File: src/hdl/eca_defines.svh
// eca_defines.svh - offsets, bit positions, reset values and counts
`ifndef ECA_DEFINES_SVH
`define ECA_DEFINES_SVH

// ----------------------------------------------------------------
// register indices (byte address is four times the index)
// ----------------------------------------------------------------
`define ECA_IDX_CRC_EXPOSE 10'h02e
`define ECA_IDX_ACS_EXPOSE 10'h06a
`define ECA_IDX_CRC_CTRL 10'h168
`define ECA_IDX_ACS_CAP 10'h190
`define ECA_IDX_ACS_CTRL 10'h196

// ----------------------------------------------------------------
// address spaces: haddr[15:12], 0 is misc, 1..4 are the bridges
// ----------------------------------------------------------------
`define ECA_SPACE_MISC 4'h0
`define ECA_NUM_PORTS 4

// ----------------------------------------------------------------
// exposure bit positions in the misc registers
// ----------------------------------------------------------------
`define ECA_CHK_ONE 25
`define ECA_CHK_TWO 26
`define ECA_CHK_THREE_A 27
`define ECA_CHK_THREE_B 29
`define ECA_GEN_ONE 20
`define ECA_GEN_TWO 21
`define ECA_GEN_THREE_A 22
`define ECA_GEN_THREE_B 24
`define ECA_ACS_EXPOSE_BIT 2

// ----------------------------------------------------------------
// bridge ecrc control field positions
// ----------------------------------------------------------------
`define ECA_GEN_CAP_BIT 5
`define ECA_GEN_EN_BIT 6
`define ECA_CHK_CAP_BIT 7
`define ECA_CHK_EN_BIT 8

// ----------------------------------------------------------------
// reset values and fixed read values
// ----------------------------------------------------------------
`define ECA_RST_CRC_EXPOSE 32'h0000_0000
`define ECA_RST_ACS_EXPOSE 32'h0000_0004
`define ECA_RST_ACS_CTRL 7'h00
`define ECA_ACS_CAP_HDR 32'h0001_000d
`define ECA_ACS_CTRL_W 7

`endif

File: src/hdl/eca_pkg.sv
// eca_pkg.sv - types shared by the exposure block
package eca_pkg;

  // ----------------------------------------------------------------
  // bus answer state
  // ----------------------------------------------------------------
  typedef enum logic [0:0] {
    ECA_ST_IDLE = 1'b0, // zero wait, ready high
    ECA_ST_RDWAIT = 1'b1 // read data being fetched
  } eca_bus_st_t;

  // port cores in bridge order
  typedef enum logic [1:0] {
    ECA_CORE_ONE = 2'b00,
    ECA_CORE_TWO = 2'b01,
    ECA_CORE_THREE_A = 2'b10,
    ECA_CORE_THREE_B = 2'b11
  } eca_core_t;

endpackage : eca_pkg

File: src/hdl/eca_port_if.sv
// eca_port_if.sv - link between register front end and one bridge
`timescale 1ns/1ps
`default_nettype none

interface eca_port_if;
  logic gen_exposed; // core allows generation
  logic chk_exposed; // core allows checking
  logic acs_exposed; // acs capability visible
  logic wr_en; // one-cycle write to this bridge
  logic [9:0] wr_idx; // register index
  logic [31:0] wr_data; // write data
  logic [31:0] crc_rd; // ecrc control read value
  logic [31:0] acs_rd; // acs control read value
  logic append_en; // append crc downstream
  logic check_en; // check crc on receive

  modport ctl (output gen_exposed, chk_exposed, acs_exposed, wr_en,
    wr_idx, wr_data, input crc_rd, acs_rd, append_en, check_en);
  modport bridge (input gen_exposed, chk_exposed, acs_exposed, wr_en,
    wr_idx, wr_data, output crc_rd, acs_rd, append_en, check_en);
endinterface : eca_port_if

`default_nettype wire

File: src/hdl/eca_bridge.sv
// eca_bridge.sv - ecrc and acs control registers of one root port
`timescale 1ns/1ps
`default_nettype none
`include "eca_defines.svh"

module eca_bridge
  import eca_pkg::*;
(
  input wire logic hclk,
  input wire logic hresetn,
  eca_port_if.bridge p
);

  // ----------------------------------------------------------------
  // state
  // ----------------------------------------------------------------
  logic gen_en; // generation enable
  logic chk_en; // check enable
  logic [`ECA_ACS_CTRL_W-1:0] acs_ctrl; // acs control bits
  logic next_gen_en;
  logic next_chk_en;
  logic crc_wr; // write hits ecrc control
  logic acs_wr; // write hits acs control

  // ----------------------------------------------------------------
  // decode
  // ----------------------------------------------------------------
  assign crc_wr = p.wr_en && (p.wr_idx == `ECA_IDX_CRC_CTRL);
  assign acs_wr = p.wr_en && (p.wr_idx == `ECA_IDX_ACS_CTRL);
  // enables only stick while the core exposes the capability
  assign next_gen_en = (crc_wr ? p.wr_data[`ECA_GEN_EN_BIT] : gen_en)
    & p.gen_exposed; // see (RQ6)
  assign next_chk_en = (crc_wr ? p.wr_data[`ECA_CHK_EN_BIT] : chk_en)
    & p.chk_exposed; // see (RQ7)

  // enables and acs control, cleared at reset
  always_ff @(posedge hclk or negedge hresetn) begin
    if (!hresetn) begin
      gen_en <= 1'b0; // see (RQ19)
      chk_en <= 1'b0; // see (RQ19)
      acs_ctrl <= `ECA_RST_ACS_CTRL;
    end else begin
      gen_en <= next_gen_en;
      chk_en <= next_chk_en;
      if (acs_wr) begin
        acs_ctrl <= p.wr_data[`ECA_ACS_CTRL_W-1:0]; // see (RQ18)
      end
    end
  end

  // ----------------------------------------------------------------
  // read values and controls for the datapath
  // ----------------------------------------------------------------
  // standard aer ecrc fields, capability bits mirror the core
  assign p.crc_rd = {23'h000000, chk_en, p.chk_exposed, gen_en,
    p.gen_exposed, 5'h00}; // see (RQ5)
  assign p.acs_rd = p.acs_exposed ? {25'h0000000, acs_ctrl} : 32'h0;
  assign p.append_en = gen_en; // see (RQ6)
  assign p.check_en = chk_en; // see (RQ7)

endmodule : eca_bridge

`default_nettype wire

File: src/hdl/eca_top.sv
// eca_top.sv - ecrc and acs capability exposure with ahb-lite slave
`timescale 1ns/1ps
`default_nettype none
`include "eca_defines.svh"

// Notes on behaviour
// (RQ1) per-core bits in 0x2e expose ecrc checking
// (RQ2) per-core bits in 0x2e expose ecrc generation
// (RQ3) all bridges of a core share exposure
// (RQ4) software exposes aer before any ecrc setup
// (RQ5) bridges hold ecrc control at 0x168
// (RQ6) generation enable bit 6 appends crc downstream
// (RQ7) check enable bit 8 checks received crc
// (RQ8) crc may reach endpoints that ignore it
// (RQ9) software exposes per endpoint crc abilities
// (RQ10) wide switch links need full generation, no hotplug
// (RQ11) endpoint directly below: leave crc off
// (RQ12) endpoint check capable: pair with port generation
// (RQ13) endpoint generation capable: pair with port check
// (RQ14) acs capability visible straight after reset
// (RQ15) bit 2 of 0x6a exposes acs
// (RQ16) bridges hold acs capability at 0x190
// (RQ17) firmware enables recommended acs features
// (RQ18) root port acs control sits at 0x196
// (RQ19) ecrc exposure and enable bits reset to zero
module eca_top
  import eca_pkg::*;
(
  input wire logic hclk,
  input wire logic hresetn,
  input wire logic hsel,
  input wire logic [31:0] haddr,
  input wire logic [1:0] htrans,
  input wire logic hwrite,
  input wire logic [2:0] hsize,
  input wire logic [31:0] hwdata,
  input wire logic hready,
  output var logic hreadyout,
  output var logic hresp,
  output var logic [31:0] hrdata,
  output logic [3:0] crc_append_en,
  output logic [3:0] crc_check_en,
  output logic [3:0] crc_gen_visible,
  output logic [3:0] crc_chk_visible,
  output logic acs_visible
);

  // ----------------------------------------------------------------
  // helpers
  // ----------------------------------------------------------------
  // space to bridge: bit 2 is a hit flag, bits 1:0 the bridge number
  function automatic logic [2:0] eca_port_of(input logic [3:0] space);
    logic [3:0] idx;
    idx = space - 4'h1;
    eca_port_of = {(space != `ECA_SPACE_MISC) &&
      (space <= 4'(`ECA_NUM_PORTS)), idx[1:0]};
  endfunction : eca_port_of

  // ----------------------------------------------------------------
  // bus state
  // ----------------------------------------------------------------
  eca_bus_st_t bus_st; // read wait tracker
  logic wr_pend; // write data phase in progress
  logic [3:0] wr_space; // latched write space
  logic [9:0] wr_idx; // latched write index
  logic [3:0] rd_space; // latched read space
  logic [9:0] rd_idx; // latched read index
  logic [31:0] crc_expose; // ecrc exposure register
  logic [31:0] acs_expose; // acs exposure register

  // ----------------------------------------------------------------
  // address phase decode
  // ----------------------------------------------------------------
  wire addr_ok = hsel && hready && htrans[1]; // nonseq or seq taken
  wire wr_accept = addr_ok && hwrite && (hsize == 3'b010);
  wire rd_accept = addr_ok && !hwrite;
  wire [2:0] wr_port = eca_port_of(wr_space); // data phase target
  wire [2:0] rd_port = eca_port_of(rd_space); // read target
  wire wr_misc = wr_pend && (wr_space == `ECA_SPACE_MISC);
  wire wr_crc_exp = wr_misc && (wr_idx == `ECA_IDX_CRC_EXPOSE);
  wire wr_acs_exp = wr_misc && (wr_idx == `ECA_IDX_ACS_EXPOSE);

  // ----------------------------------------------------------------
  // bridges, one per root port, one root port per core
  // ----------------------------------------------------------------
  eca_port_if port_if[`ECA_NUM_PORTS] ();
  logic [31:0] crc_rd_a [`ECA_NUM_PORTS]; // ecrc control read
  logic [31:0] acs_rd_a [`ECA_NUM_PORTS]; // acs control read

  genvar gi;
  generate
    for (gi = 0; gi < `ECA_NUM_PORTS; gi++) begin : g_port
      // every bridge of a core sees the same core bit
      assign port_if[gi].gen_exposed = crc_gen_visible[gi]; // see (RQ3)
      assign port_if[gi].chk_exposed = crc_chk_visible[gi]; // see (RQ3)
      assign port_if[gi].acs_exposed = acs_visible;
      assign port_if[gi].wr_en = wr_pend && wr_port[2] &&
        (wr_port[1:0] == 2'(gi));
      assign port_if[gi].wr_idx = wr_idx;
      assign port_if[gi].wr_data = hwdata;
      assign crc_rd_a[gi] = port_if[gi].crc_rd;
      assign acs_rd_a[gi] = port_if[gi].acs_rd;
      // crc is appended whatever the endpoint supports
      assign crc_append_en[gi] = port_if[gi].append_en; // see (RQ8)
      assign crc_check_en[gi] = port_if[gi].check_en;

      eca_bridge u_bridge (
        .hclk(hclk),
        .hresetn(hresetn),
        .p(port_if[gi].bridge)
      );
    end
  endgenerate

  // ----------------------------------------------------------------
  // exposure outputs, straight from the registers
  // ----------------------------------------------------------------
  assign crc_chk_visible = {crc_expose[`ECA_CHK_THREE_B],
    crc_expose[`ECA_CHK_THREE_A], crc_expose[`ECA_CHK_TWO],
    crc_expose[`ECA_CHK_ONE]}; // see (RQ1)
  assign crc_gen_visible = {crc_expose[`ECA_GEN_THREE_B],
    crc_expose[`ECA_GEN_THREE_A], crc_expose[`ECA_GEN_TWO],
    crc_expose[`ECA_GEN_ONE]}; // see (RQ2)
  assign acs_visible = acs_expose[`ECA_ACS_EXPOSE_BIT]; // see (RQ15)

  // ----------------------------------------------------------------
  // read selection
  // ----------------------------------------------------------------
  wire rd_misc = (rd_space == `ECA_SPACE_MISC);
  wire [31:0] misc_val = (rd_idx == `ECA_IDX_CRC_EXPOSE) ? crc_expose :
    (rd_idx == `ECA_IDX_ACS_EXPOSE) ? acs_expose : 32'h0;
  wire [31:0] acs_hdr = acs_visible ? `ECA_ACS_CAP_HDR : 32'h0;
  wire [31:0] port_val =
    (rd_idx == `ECA_IDX_CRC_CTRL) ? crc_rd_a[rd_port[1:0]] : // see (RQ5)
    (rd_idx == `ECA_IDX_ACS_CAP) ? acs_hdr : // see (RQ16)
    (rd_idx == `ECA_IDX_ACS_CTRL) ? acs_rd_a[rd_port[1:0]] : 32'h0;
  // unmapped reads answer zero
  wire [31:0] rd_val = rd_misc ? misc_val :
    (rd_port[2] ? port_val : 32'h0);

  // ----------------------------------------------------------------
  // exposure registers
  // ----------------------------------------------------------------
  always_ff @(posedge hclk or negedge hresetn) begin
    if (!hresetn) begin
      crc_expose <= `ECA_RST_CRC_EXPOSE; // see (RQ19)
      acs_expose <= `ECA_RST_ACS_EXPOSE; // see (RQ14)
    end else begin
      if (wr_crc_exp) begin
        crc_expose <= hwdata; // see (RQ1) (RQ2)
      end
      if (wr_acs_exp) begin
        acs_expose <= hwdata; // see (RQ15)
      end
    end
  end

  // ----------------------------------------------------------------
  // ahb-lite data phase tracking
  // ----------------------------------------------------------------
  // writes take no wait; reads take one wait state
  always_ff @(posedge hclk or negedge hresetn) begin
    if (!hresetn) begin
      wr_pend <= 1'b0;
      wr_space <= 4'h0;
      wr_idx <= 10'h000;
      rd_space <= 4'h0;
      rd_idx <= 10'h000;
    end else begin
      wr_pend <= wr_accept;
      if (wr_accept) begin
        wr_space <= haddr[15:12];
        wr_idx <= haddr[11:2];
      end
      if (rd_accept) begin
        rd_space <= haddr[15:12];
        rd_idx <= haddr[11:2];
      end
    end
  end

  // answer side: ready, response and read data
  always_ff @(posedge hclk or negedge hresetn) begin
    if (!hresetn) begin
      bus_st <= ECA_ST_IDLE;
      hreadyout <= 1'b1;
      hresp <= 1'b0;
      hrdata <= 32'h0;
    end else begin
      hresp <= 1'b0;
      case (bus_st)
        ECA_ST_IDLE: begin
          if (rd_accept) begin
            bus_st <= ECA_ST_RDWAIT;
            hreadyout <= 1'b0;
          end
        end
        ECA_ST_RDWAIT: begin
          bus_st <= ECA_ST_IDLE;
          hrdata <= rd_val;
          hreadyout <= 1'b1;
        end
        default: begin
          bus_st <= ECA_ST_IDLE;
          hreadyout <= 1'b1;
        end
      endcase
    end
  end

  logic seen_crc_wr; // helper: ecrc exposure written since reset
  logic seen_acs_wr; // helper: acs exposure written since reset
  always_ff @(posedge hclk or negedge hresetn) begin
    if (!hresetn) begin
      seen_crc_wr <= 1'b0;
      seen_acs_wr <= 1'b0;
    end else begin
      seen_crc_wr <= seen_crc_wr | wr_crc_exp;
      seen_acs_wr <= seen_acs_wr | wr_acs_exp;
    end
  end

  wire wr_port_crc = wr_pend && wr_port[2] &&
    (wr_idx == `ECA_IDX_CRC_CTRL);
  wire rd_port_hit = rd_accept && eca_port_of(haddr[15:12]) >= 3'h4;
endmodule : eca_top

`default_nettype wire

File: config.mk
export PLATFORM = sky130hd
export DESIGN_NAME = eca_top
export DESIGN_NICKNAME = d
export VERILOG_FILES = /design/src/hdl/eca_pkg.sv /design/src/hdl/eca_port_if.sv /design/src/hdl/eca_bridge.sv /design/src/hdl/eca_top.sv
export VERILOG_INCLUDE_DIRS = /design/src /design/src/hdl
export SDC_FILE = /design/constraint.sdc
export NUM_CORES = 1
export LEC_CHECK = 0
export BUFFER_PORTS_ARGS = -buffer_cell sky130_fd_sc_hd__clkbuf_2
export CAP_MARGIN = 20
export CORE_AREA = 3 3 119 121
export DETAILED_ROUTE_END_ITERATION = 10
export DIE_AREA = 0 0 122 124
export PLACE_DENSITY = 0.83
export SLEW_MARGIN = 40
export SYNTH_ARGS = -nofsm -noshare
export SYNTH_HDL_FRONTEND = slang
export SYNTH_SLANG_ARGS = --single-unit
export TNS_END_PERCENT = 50
File: constraint.sdc
create_clock -name hclk -period 2.76 [get_ports hclk]
set_input_delay 0.69 -clock hclk [delete_from_list [all_inputs] [get_ports hclk]]
set_output_delay 0.69 -clock hclk [all_outputs]
set_load 0.1 [all_outputs]
---- Word level (Yosys, flattened, before mapping) ----
Index checks and enable logic that the tools add are counted.
operators by class
  magnitude comparators ................... 3
  muxes and demuxes ....................... 30
  $add $sub $neg .......................... 2
  reductions and logical operators ........ 29
  eq/ne operators ......................... 14
  bitwise operators ....................... 10
operator list
  operator                                                   count
  two-way mux 32 bit                                         11
  binary-select mux 32 bit (select 2 bit)                    2
  equality test 10 x 9 -> 1 bit (second input constant)      5
  two-way mux 7 bit                                          4
  logical AND 1 bit                                          23
  equality test 10 x 6 -> 1 bit (second input constant)      2
  equality test 10 x 7 -> 1 bit (second input constant)      2
  two-way mux 17 bit                                         1
  two-way mux 1 bit                                          10
  bitwise AND 1 bit                                          8
  <= comparator 4 x 3 -> 1 bit (second input constant)       2
  zero test 4 bit                                            2
  nonzero test 4 bit                                         2
  equality test 2 bit (second input constant)                2
  case mux 1 bit (2 select lines)                            2
  subtractor 2 x 1 -> 2 bit (second input constant)          2
  equality test 3 x 2 -> 1 bit (second input constant)       1
  greater-or-equal comparator 3 bit (second input constant)  1
  NOT 2 -> 3 bit                                             1
  equality test 2 x 1 -> 1 bit (second input constant)       1
  zero test 2 bit                                            1
  inequality test 2 bit (second input constant)              1
  zero test 1 bit                                            1
  NOT 1 bit                                                  1
storage, ports and cells
  flip-flop bits (word level) ............. 163
  input port bits ......................... 74
  word-level logic and storage cells ...... 110

---- Longest topological paths before layout ----
Gate-level depths: netlist (run 1).
  depth in word-level cells ............... 10
  gate-level depth with buffers ........... 8

---- Cells and area by module ----
A second synthesis (run 1) with hierarchy kept.
unflattened totals
  cell total of the unflattened synthesis .. 940
  area total of the unflattened synthesis .. 11,223.3 µm²
by module, submodules not included
  module      sequential area each (µm²)  area an instance (µm²)  cells an instance  instances
  eca_top     3,180.6                     7,574.8                 556                1
  eca_bridge  225.2                       912.1                   96                 4

---- Worst setup path after synthesis (run 1) ----
No wires, ideal clock.
  path type ............................... register to register
  start point ............................. register rd_space[0]
  end point ............................... register hrdata[5]
  library setup time ...................... 0.132 ns
  arrival ................................. 2.147 ns
  path slack .............................. 0.481 ns
  cell stages (with the launch flop) ...... 9
  path through ............................ dfrtp_1 buf_2 inv_1 ha_1 clkbuf_1 mux4_2 and2_1 a32oi_1 o21ai_1
on the way
  longest elaborated chain between the ends .. 10
  elaborated cells on any way between the ends .. 17
  classes of those cells .................. add/sub (1); order compare (1); mux (11); bitwise (1); reduce/logical (3)
RTL lines
  item                                                   line                            source
  from (decl)                                            eca_top.sv:66                   logic [3:0] rd_space;
  from (signal assigned)                                 eca_top.sv:176                  rd_space <= haddr[15:12];
  subtractor 2 x 1 -> 2 bit                              eca_top.sv:54                   idx = space - 4'h1;
  NOT 2 -> 3 bit (implied by the code)                   eca_top.sv:134, eca_top.sv:136
  binary-select mux 32 bit (select 2 bit)                eca_top.sv:136                  (rd_idx == `ECA_IDX_ACS_CTRL) ? acs_rd_a[rd_port[1:0]] : 32'h0;
  two-way mux 32 bit (implied by the code) (2 in a row)  eca_top.sv:136
  two-way mux 32 bit                                     eca_top.sv:136
  two-way mux 32 bit                                     eca_top.sv:135                  (rd_idx == `ECA_IDX_ACS_CAP) ? acs_hdr :
  two-way mux 32 bit                                     eca_top.sv:134                  (rd_idx == `ECA_IDX_CRC_CTRL) ? crc_rd_a[rd_port[1:0]] :
  two-way mux 32 bit                                     eca_top.sv:139                  (rd_port[2] ? port_val : 32'h0);
  two-way mux 32 bit *                                   eca_top.sv:138                  wire [31:0] rd_val = rd_misc ? misc_val :
  to (signal assigned)                                   eca_top.sv:200                  hrdata <= rd_val;
  to (decl)                                              eca_top.sv:40                   output var logic [31:0] hrdata,
Every way passes the cells marked *; elsewhere a longest branch is shown, timed or not. The select of a mux whose other input is x is not followed.
A chain may end at the register's enable or synchronous reset.

---- Final worst setup path (run 1) ----
  start point ............................. register wr_space[0]
  end point ............................... register crc_expose[17]
on the way
  longest elaborated chain between the ends .. 3
RTL lines
  item                              line            source
  from (decl)                       eca_top.sv:64   logic [3:0] wr_space;
  from (signal assigned)            eca_top.sv:172  wr_space <= haddr[15:12];
  zero test 4 bit (no source line)  --
  logical AND 1 bit                 eca_top.sv:79   wire wr_misc = wr_pend && (wr_space == `ECA_SPACE_MISC);
  logical AND 1 bit                 eca_top.sv:80   wire wr_crc_exp = wr_misc && (wr_idx == `ECA_IDX_CRC_EXPOSE);
  to (signal assigned)              eca_top.sv:146  crc_expose <= `ECA_RST_CRC_EXPOSE;
  to (signal assigned)              eca_top.sv:150  crc_expose <= hwdata;
  to (decl)                         eca_top.sv:68   logic [31:0] crc_expose;
Every way passes these cells.

==> results of run 1 <==
[stage by stage]
stage / util [%] / setup slack [ns]
after global placement: 60.2 / 0.683
after global routing: 64.4 / 0.506
after floorplan: - / 0.481
after detailed placement: 60.2 / 0.657
final: 64.4 / 0.602
after CTS: 64.4 / 0.603
[cells by family (layout without fill, tap and decap cells)]
logic type / after synthesis / in the layout / share of synthesized area, %
flip-flops: 163 / 163 / 55.6
adder cells (fa/ha/maj): 1 / 1 / 0.171
other: 1 / 1 / 0.0511
AND/OR/NAND/NOR: 75 / 75 / 7.45
buffers and inverters: 48 / 152 / 3.79
XOR/XNOR: 1 / 1 / 0.119
AO/OA/AOI/OAI: 93 / 93 / 9.46
multiplexers: 131 / 131 / 23.3
[cell usage after synthesis, types with 3 or more instances]
master	instances	area, sq um
nand3_1	11	55.1
o2bb2ai_1	22	193
a32oi_1	8	70.1
clkbuf_1	14	52.6
nor2b_1	7	43.8
a22oi_1	22	165
a31oi_1	3	18.8
dfrtp_1	161	4030
nand2_1	8	30.0
and4b_1	3	30.0
a22o_1	10	87.6
mux2_2	90	1010
buf_4	17	128
o21ai_0	11	55.1
inv_1	4	15.0
a21oi_1	7	35.0
buf_2	9	45.0
nand4_1	6	37.5
nor2_1	10	37.5
nor4bb_1	5	50.1
mux4_2	11	248
mux2_4	30	450
a21boi_0	8	60.1
buf_6	3	33.8
[metal layers]
metal	up-vias	part of all wire, %	wire (microns)
met5	-	0	0
met2	201	49	8280
met3	36	7.4	1250
li1	2106	-	-
met1	2508	41	6930
met4	0	2.3	380
[worst paths after layout]
path | start | endpoint | cells after the start
worst min register to register | hreadyout | hreadyout | 2
worst max-delay path | wr_space[0] | crc_expose[17] | 5
min in group hclk | hreadyout | hreadyout | 2
max in group asynchronous | hresetn | hrdata[11] | 2
worst max register to register | wr_space[0] | crc_expose[17] | 5
worst min-delay path | hresetn | rd_idx[1] | 1
[flip-flops by register name, indices dropped and copies added, names as in the netlist, 4 cells and up]
| signal | count |
|---|---|
| wr_space | 4 |
| g_port.u_bridge.acs_ctrl | 28 |
| acs_expose | 32 |
| hrdata | 32 |
| g_port.u_bridge.p.check_en | 4 |
| crc_expose | 32 |
| port_if.wr_idx | 10 |
| rd_space | 4 |
| rd_idx | 10 |
| g_port.u_bridge.p.append_en | 4 |
[layout make-up]
type | count | area (sq um)
clock buffers | 21 | 460
clock inverters | 10 | 85.1
fillers | 939 | 4700
inverters | 4 | 15.0
multi-input cells | 302 | 2980
flip-flops and latches | 163 | 4080
well taps | 176 | 220
repair buffers | 117 | 649
[power by group through the flow]
stage | registers [mW] | logic, mW | clock network [mW]
after floorplan | 2.79 | 0.467 | 0
after global placement | 2.70 | 0.791 | 0
after detailed placement | 2.71 | 0.811 | 0
after CTS | 2.67 | 0.818 | 2.21
after global routing | 2.69 | 0.866 | 2.33
final | 2.67 | 0.817 | 2.18
==> out/qor.yml, run 1 <==
outcome:
  status: "completed"
floorplan:
  design.die.area_sq_um: 15100
  num_rows: 42
  start_util_pct: 55.6
  die_w_microns: 122
  die_h_microns: 124
  core_area_sq_um: 13200
  ios: 125
routing:
  dr.pass1.iters: 5
  vias: 4851
  ant_nets: 0
  drc: 0
  avgRoutedWirePerCell_microns: 21.2
  routed_wl_mm: 16.8
  drt_iter0_drc: 310
  viasPerCell: 6.12
setup_path:
  r2r_setup_slack_ns: 0.60
  setup.worst_path.start_class: "flip-flop"
  path_delay_family: "simple AND/OR/NAND/NOR gates"
  max_stage_delay_ns: 0.46
  crit_type: "reg -> reg"
  crit_slowest_cell: "dfrtp_1"
  path_cells: "nor4b_4 -> and3_1 -> nand4b_4 -> buf_4 -> mux2_4"
  critPathBufInv: 1
  end_kind: "flip-flop"
  cp.required_ns: 3.06
  critPathMaxFanout: 32
  arrival_ns: 2.46
synth:
  synth_warnings: 0
  syn-instance-count: 513
  synth.avg_cell_area_sq_um: 14.3
  yosysSeqAreaShare_pct: 55.6
  synth_edf_count: 0
  syn-num-nets: 588
  synth-main-ff-cell: "dfrtp_1"
  synth-seq-cells: 163
  netlist_area_sq_um: 7340
  synth_cell_types: 48
  synthArstFlopShare_pct: 100
placed_design:
  routabilityCongestion: 0.893
  place_area_sq_um: 7950
  post-dp-hpwl_mm: 11.2
  dp_cells: 762
  numPortBuffers: 104
cts:
  holdBufCountCts: 0
  clock-sinks: 163
  htree_levels: 4
  cts_root_buf: "clkbuf_16"
  cts.path.max_buffers: 2
  cts_resized: 0
  cts_buffers: 17
  cts_tree: "built"
  postCtsSetupBuffers: 0
  clock_latency_ns: 0.42
  path_clk_slew_ns: 0.06
grt:
  grt_usage_pct: 23.5
  overflow: 0
  use_met2_pct: 39.2
  grt_pass1_vias: 4974
  grt_max_degree: 62
  antenna_found_initial: 0
  use_met1_pct: 30.1
  grt_first_pass_wirelength_mm: 26.8
  use_met3_pct: 6.22
  top_usage_layer: "met2"
power:
  peakVddDrop_uv: 499
  leakage_nw: 3.95
  powerDensity_nw_per_um2: 668
  p_total_mw: 5.67
  p_comb_share_pct: 14.4
  power_frac_seq_pct: 47.1
  swShare_pct: 26.9
  p_sw_mw: 1.52
  clockPowerShare_pct: 38.5
  p_int_mw: 4.15
timing:
  rsz0062_at_grt: "no"
  slew_headroom_pct: 49.7
  fin_hold_ws_ns: 0.215
  slew_violations: 0
  layout_worst_path_cycle_share_pct: 78.2
  min_period_ns: 2.16
  tightest_slew_ns: 0.753
  setup_viol: 0
  fin_worst_skew_ns: 0.00773
  max_freq_mhz: 463
  tns_ns: 0
  final_hold_viol_count: 0
cells_and_area:
  syn_to_final_growth_pct: 15.7
  final_common_cell: "dfrtp_1"
  layoutNonFillerInstCount: 793
  drive_gt1_share_pct: 47.2
  final_area_sq_um: 8490
  finalNetCount: 680
  diodes: 0
  final_cell_mix: "161 x dfrtp_1, 103 x clkbuf_2, 90 x mux2_2"
min_path:
  min_path_type: "in -> async"
flow_run:
  max-cap-violations: 0
Power figures use the tool's default switching activity.
==> run 2: changes to the inputs <==
--- a/config.mk
+++ b/config.mk
@@ -6,12 +6,13 @@
 export SDC_FILE = /design/constraint.sdc
 export NUM_CORES = 1
 export LEC_CHECK = 0
+export ABC_AREA = 1
 export BUFFER_PORTS_ARGS = -buffer_cell sky130_fd_sc_hd__clkbuf_2
 export CAP_MARGIN = 20
-export CORE_AREA = 3 3 119 121
+export CORE_AREA = 3 3 129 131
 export DETAILED_ROUTE_END_ITERATION = 10
-export DIE_AREA = 0 0 122 124
-export PLACE_DENSITY = 0.83
+export DIE_AREA = 0 0 132 134
+export PLACE_DENSITY = 0.8
 export SLEW_MARGIN = 40
 export SYNTH_ARGS = -nofsm -noshare
 export SYNTH_HDL_FRONTEND = slang
==> constraint.sdc (replaced) <==
create_clock -name hclk -period 1.8 [get_ports hclk]
set_input_delay 0.45 -clock hclk [delete_from_list [all_inputs] [get_ports hclk]]
set_output_delay 0.45 -clock hclk [all_outputs]
set_load 0.1 [all_outputs]
==> out/qor.yml, run 2 <==
routing:
  avgRoutedWirePerCell_microns: 14.5
  drc: 0
  drt_iter0_drc: 665
  routed_wl_mm: 19.3
  vias: 6864
  dr.pass1.iters: 5
  viasPerCell: 5.16
  ant_nets: 0
setup_path:
  path_cells: "clkbuf_2"
  end_kind: "primary output"
  critPathMaxFanout: 3
  r2r_setup_slack_ns: 0.15
  max_stage_delay_ns: 0.48
  setup.worst_path.start_class: "flip-flop"
  arrival_ns: 1.30
  path_delay_family: "buffers and inverters"
  crit_type: "reg -> out"
  crit_slowest_cell: "clkbuf_2"
  cp.required_ns: 1.35
  critPathBufInv: 1
synth:
  synth_cell_types: 35
  synth_edf_count: 0
  netlist_area_sq_um: 7930
  yosysSeqAreaShare_pct: 51.5
  synth.avg_cell_area_sq_um: 7.86
  synth.most_common_cell: "nand2_1"
  synthArstFlopShare_pct: 100
  synthTopCellsByCount: "320 x nand2_1, 161 x dfrtp_1, 116 x inv_1"
  synth-main-ff-cell: "dfrtp_1"
  syn-num-nets: 1083
  yosysTopAreaCell: "dfrtp_1"
  synth-seq-cells: 163
  yosys.area.top_type_share_pct: 50.8
  synth_warnings: 0
  synth_area_leaders: "dfrtp_1 51%, nand2_1 15%, o21ai_1 6.6%"
  syn-instance-count: 1008
cts:
  cts.path.max_buffers: 2
  cts_buffers: 17
  cts_root_buf: "clkbuf_16"
  clock-sinks: 163
  cts_tree: "built"
  htree_levels: 4
  clock_latency_ns: 0.43
  path_clk_slew_ns: 0.06
cells_and_area:
  drive_gt1_share_pct: 17.8
  diodes: 0
  final_area_sq_um: 9400
  final_cell_mix: "320 x nand2_1, 161 x dfrtp_1, 114 x inv_1"
  syn_to_final_growth_pct: 18.5
  reg_top3: "acs_expose (32), crc_expose (32), hrdata (32)"
  final_common_cell: "nand2_1"
  finalNetCount: 1177
placed_design:
  routabilityCongestion: 0.892
  numPortBuffers: 104
  place_area_sq_um: 8680
  post-dp-hpwl_mm: 13.1
grt:
  overflow: 0
  antenna_found_initial: 0
  grt_pass1_vias: 6412
  grt_usage_pct: 22.6
  grt_max_degree: 65
  grt_first_pass_wirelength_mm: 32.2
floorplan:
  design.die.area_sq_um: 17700
  ios: 125
  die_h_microns: 134
  die_w_microns: 132
  start_util_pct: 50.5
  num_rows: 46
  core_area_sq_um: 15700
timing:
  tightest_slew_ns: 0.564
  setup_viol: 0
  final_hold_viol_count: 0
  max_freq_mhz: 571
  min_period_ns: 1.75
  fin_worst_skew_ns: 0.00898
  slew_headroom_pct: 62.6
  fin_hold_ws_ns: 0.242
  layout_worst_path_cycle_share_pct: 97.3
  rsz0062_at_grt: "no"
  slew_violations: 0
outcome:
  status: "completed"
power:
  leakage_nw: 5.03
  powerDensity_nw_per_um2: 985
  peakVddDrop_uv: 573
flow_run:
  max-cap-violations: 0
min_path:
  min_path_type: "in -> reg"
[run 2: cells by family after synthesis]
group	share of synthesized area, %
simple gates	26.1
other cells	0.0473
buf+inv	10.5
fa+ha+maj	0.158
flops	51.5
compound gates	11.7
[run 2: power breakdown]
group	switching, mW	leakage, nW	internal (mW)	total, mW
combinational	1.03	3.00	0.413	1.44
sequential	0.130	1.72	3.81	3.94
clock	1.46	0.312	2.41	3.87
total	2.62	5.03	6.64	9.26
[run 2: cell type report]
class / instances / area, sq um
fillers: 1340 / 6320
flip-flops and latches: 163 / 4090
multi-input cells: 665 / 3040
repair buffers: 136 / 921
clock buffers: 21 / 460
inverters: 119 / 447
well taps: 216 / 270
clock inverters: 11 / 174
[run 2: through the flow]
step / total power, mW / worst slack, ns / utilization, % / cells / TNS (ns)
2_1_floorplan: 4.92 / 0.0116 / - / 1008 / 0
3_3_place_gp: 5.38 / 0.156 / 55.3 / 1295 / 0
3_5_place_dp: 5.40 / 0.114 / 55.3 / 1295 / 0
4_1_cts: 9.26 / -0.0357 / 59.4 / 1328 / -0.0357
5_1_grt: 9.63 / 0.00817 / 59.8 / 1331 / 0
6_report: 9.26 / 0.0492 / 59.8 / 1331 / 0
[run 2: final timing paths]
path,startpoint,end,depth (start not counted)
max,g_port[2].u_bridge.p.check_en,crc_check_en[2],1
min,haddr[14],wr_space[2],3
max reg2reg,port_if[0].wr_idx[6],g_port[3].u_bridge.acs_ctrl[6],7
min reg2reg,crc_expose[11],crc_expose[11],2
max in group asynchronous,hresetn,hreadyout,3
min in group asynchronous,hresetn,hrdata[15],2
[run 2: what timing repair did]
item | in CTS | in global routing
endpoints found under the setup margin | 3 | 23
hold buffers | 1 | 0
resized for setup | 2 | 7
endpoints found under the hold margin | 35 | 0
setup buffers | 0 | 3
pin swaps | 0 | 1
[run 2: worst reg2reg max path: cells and delay by family (launching register included)]
kind            cells  cell delay, ns
compound gates      1            0.08
buf+inv             1            0.19
flops               1            0.44
simple gates        5            0.82
[run 2: routing by layer]
layer / track usage (%) / vias to the layer above / part of all wire, %
met2: 35.3 / 233 / 47
li1: - / 3367 / -
met1: 31.8 / 3225 / 44
met5: 0 / - / 0
met4: 7.82 / 0 / 2.1
met3: 4.54 / 39 / 6.8
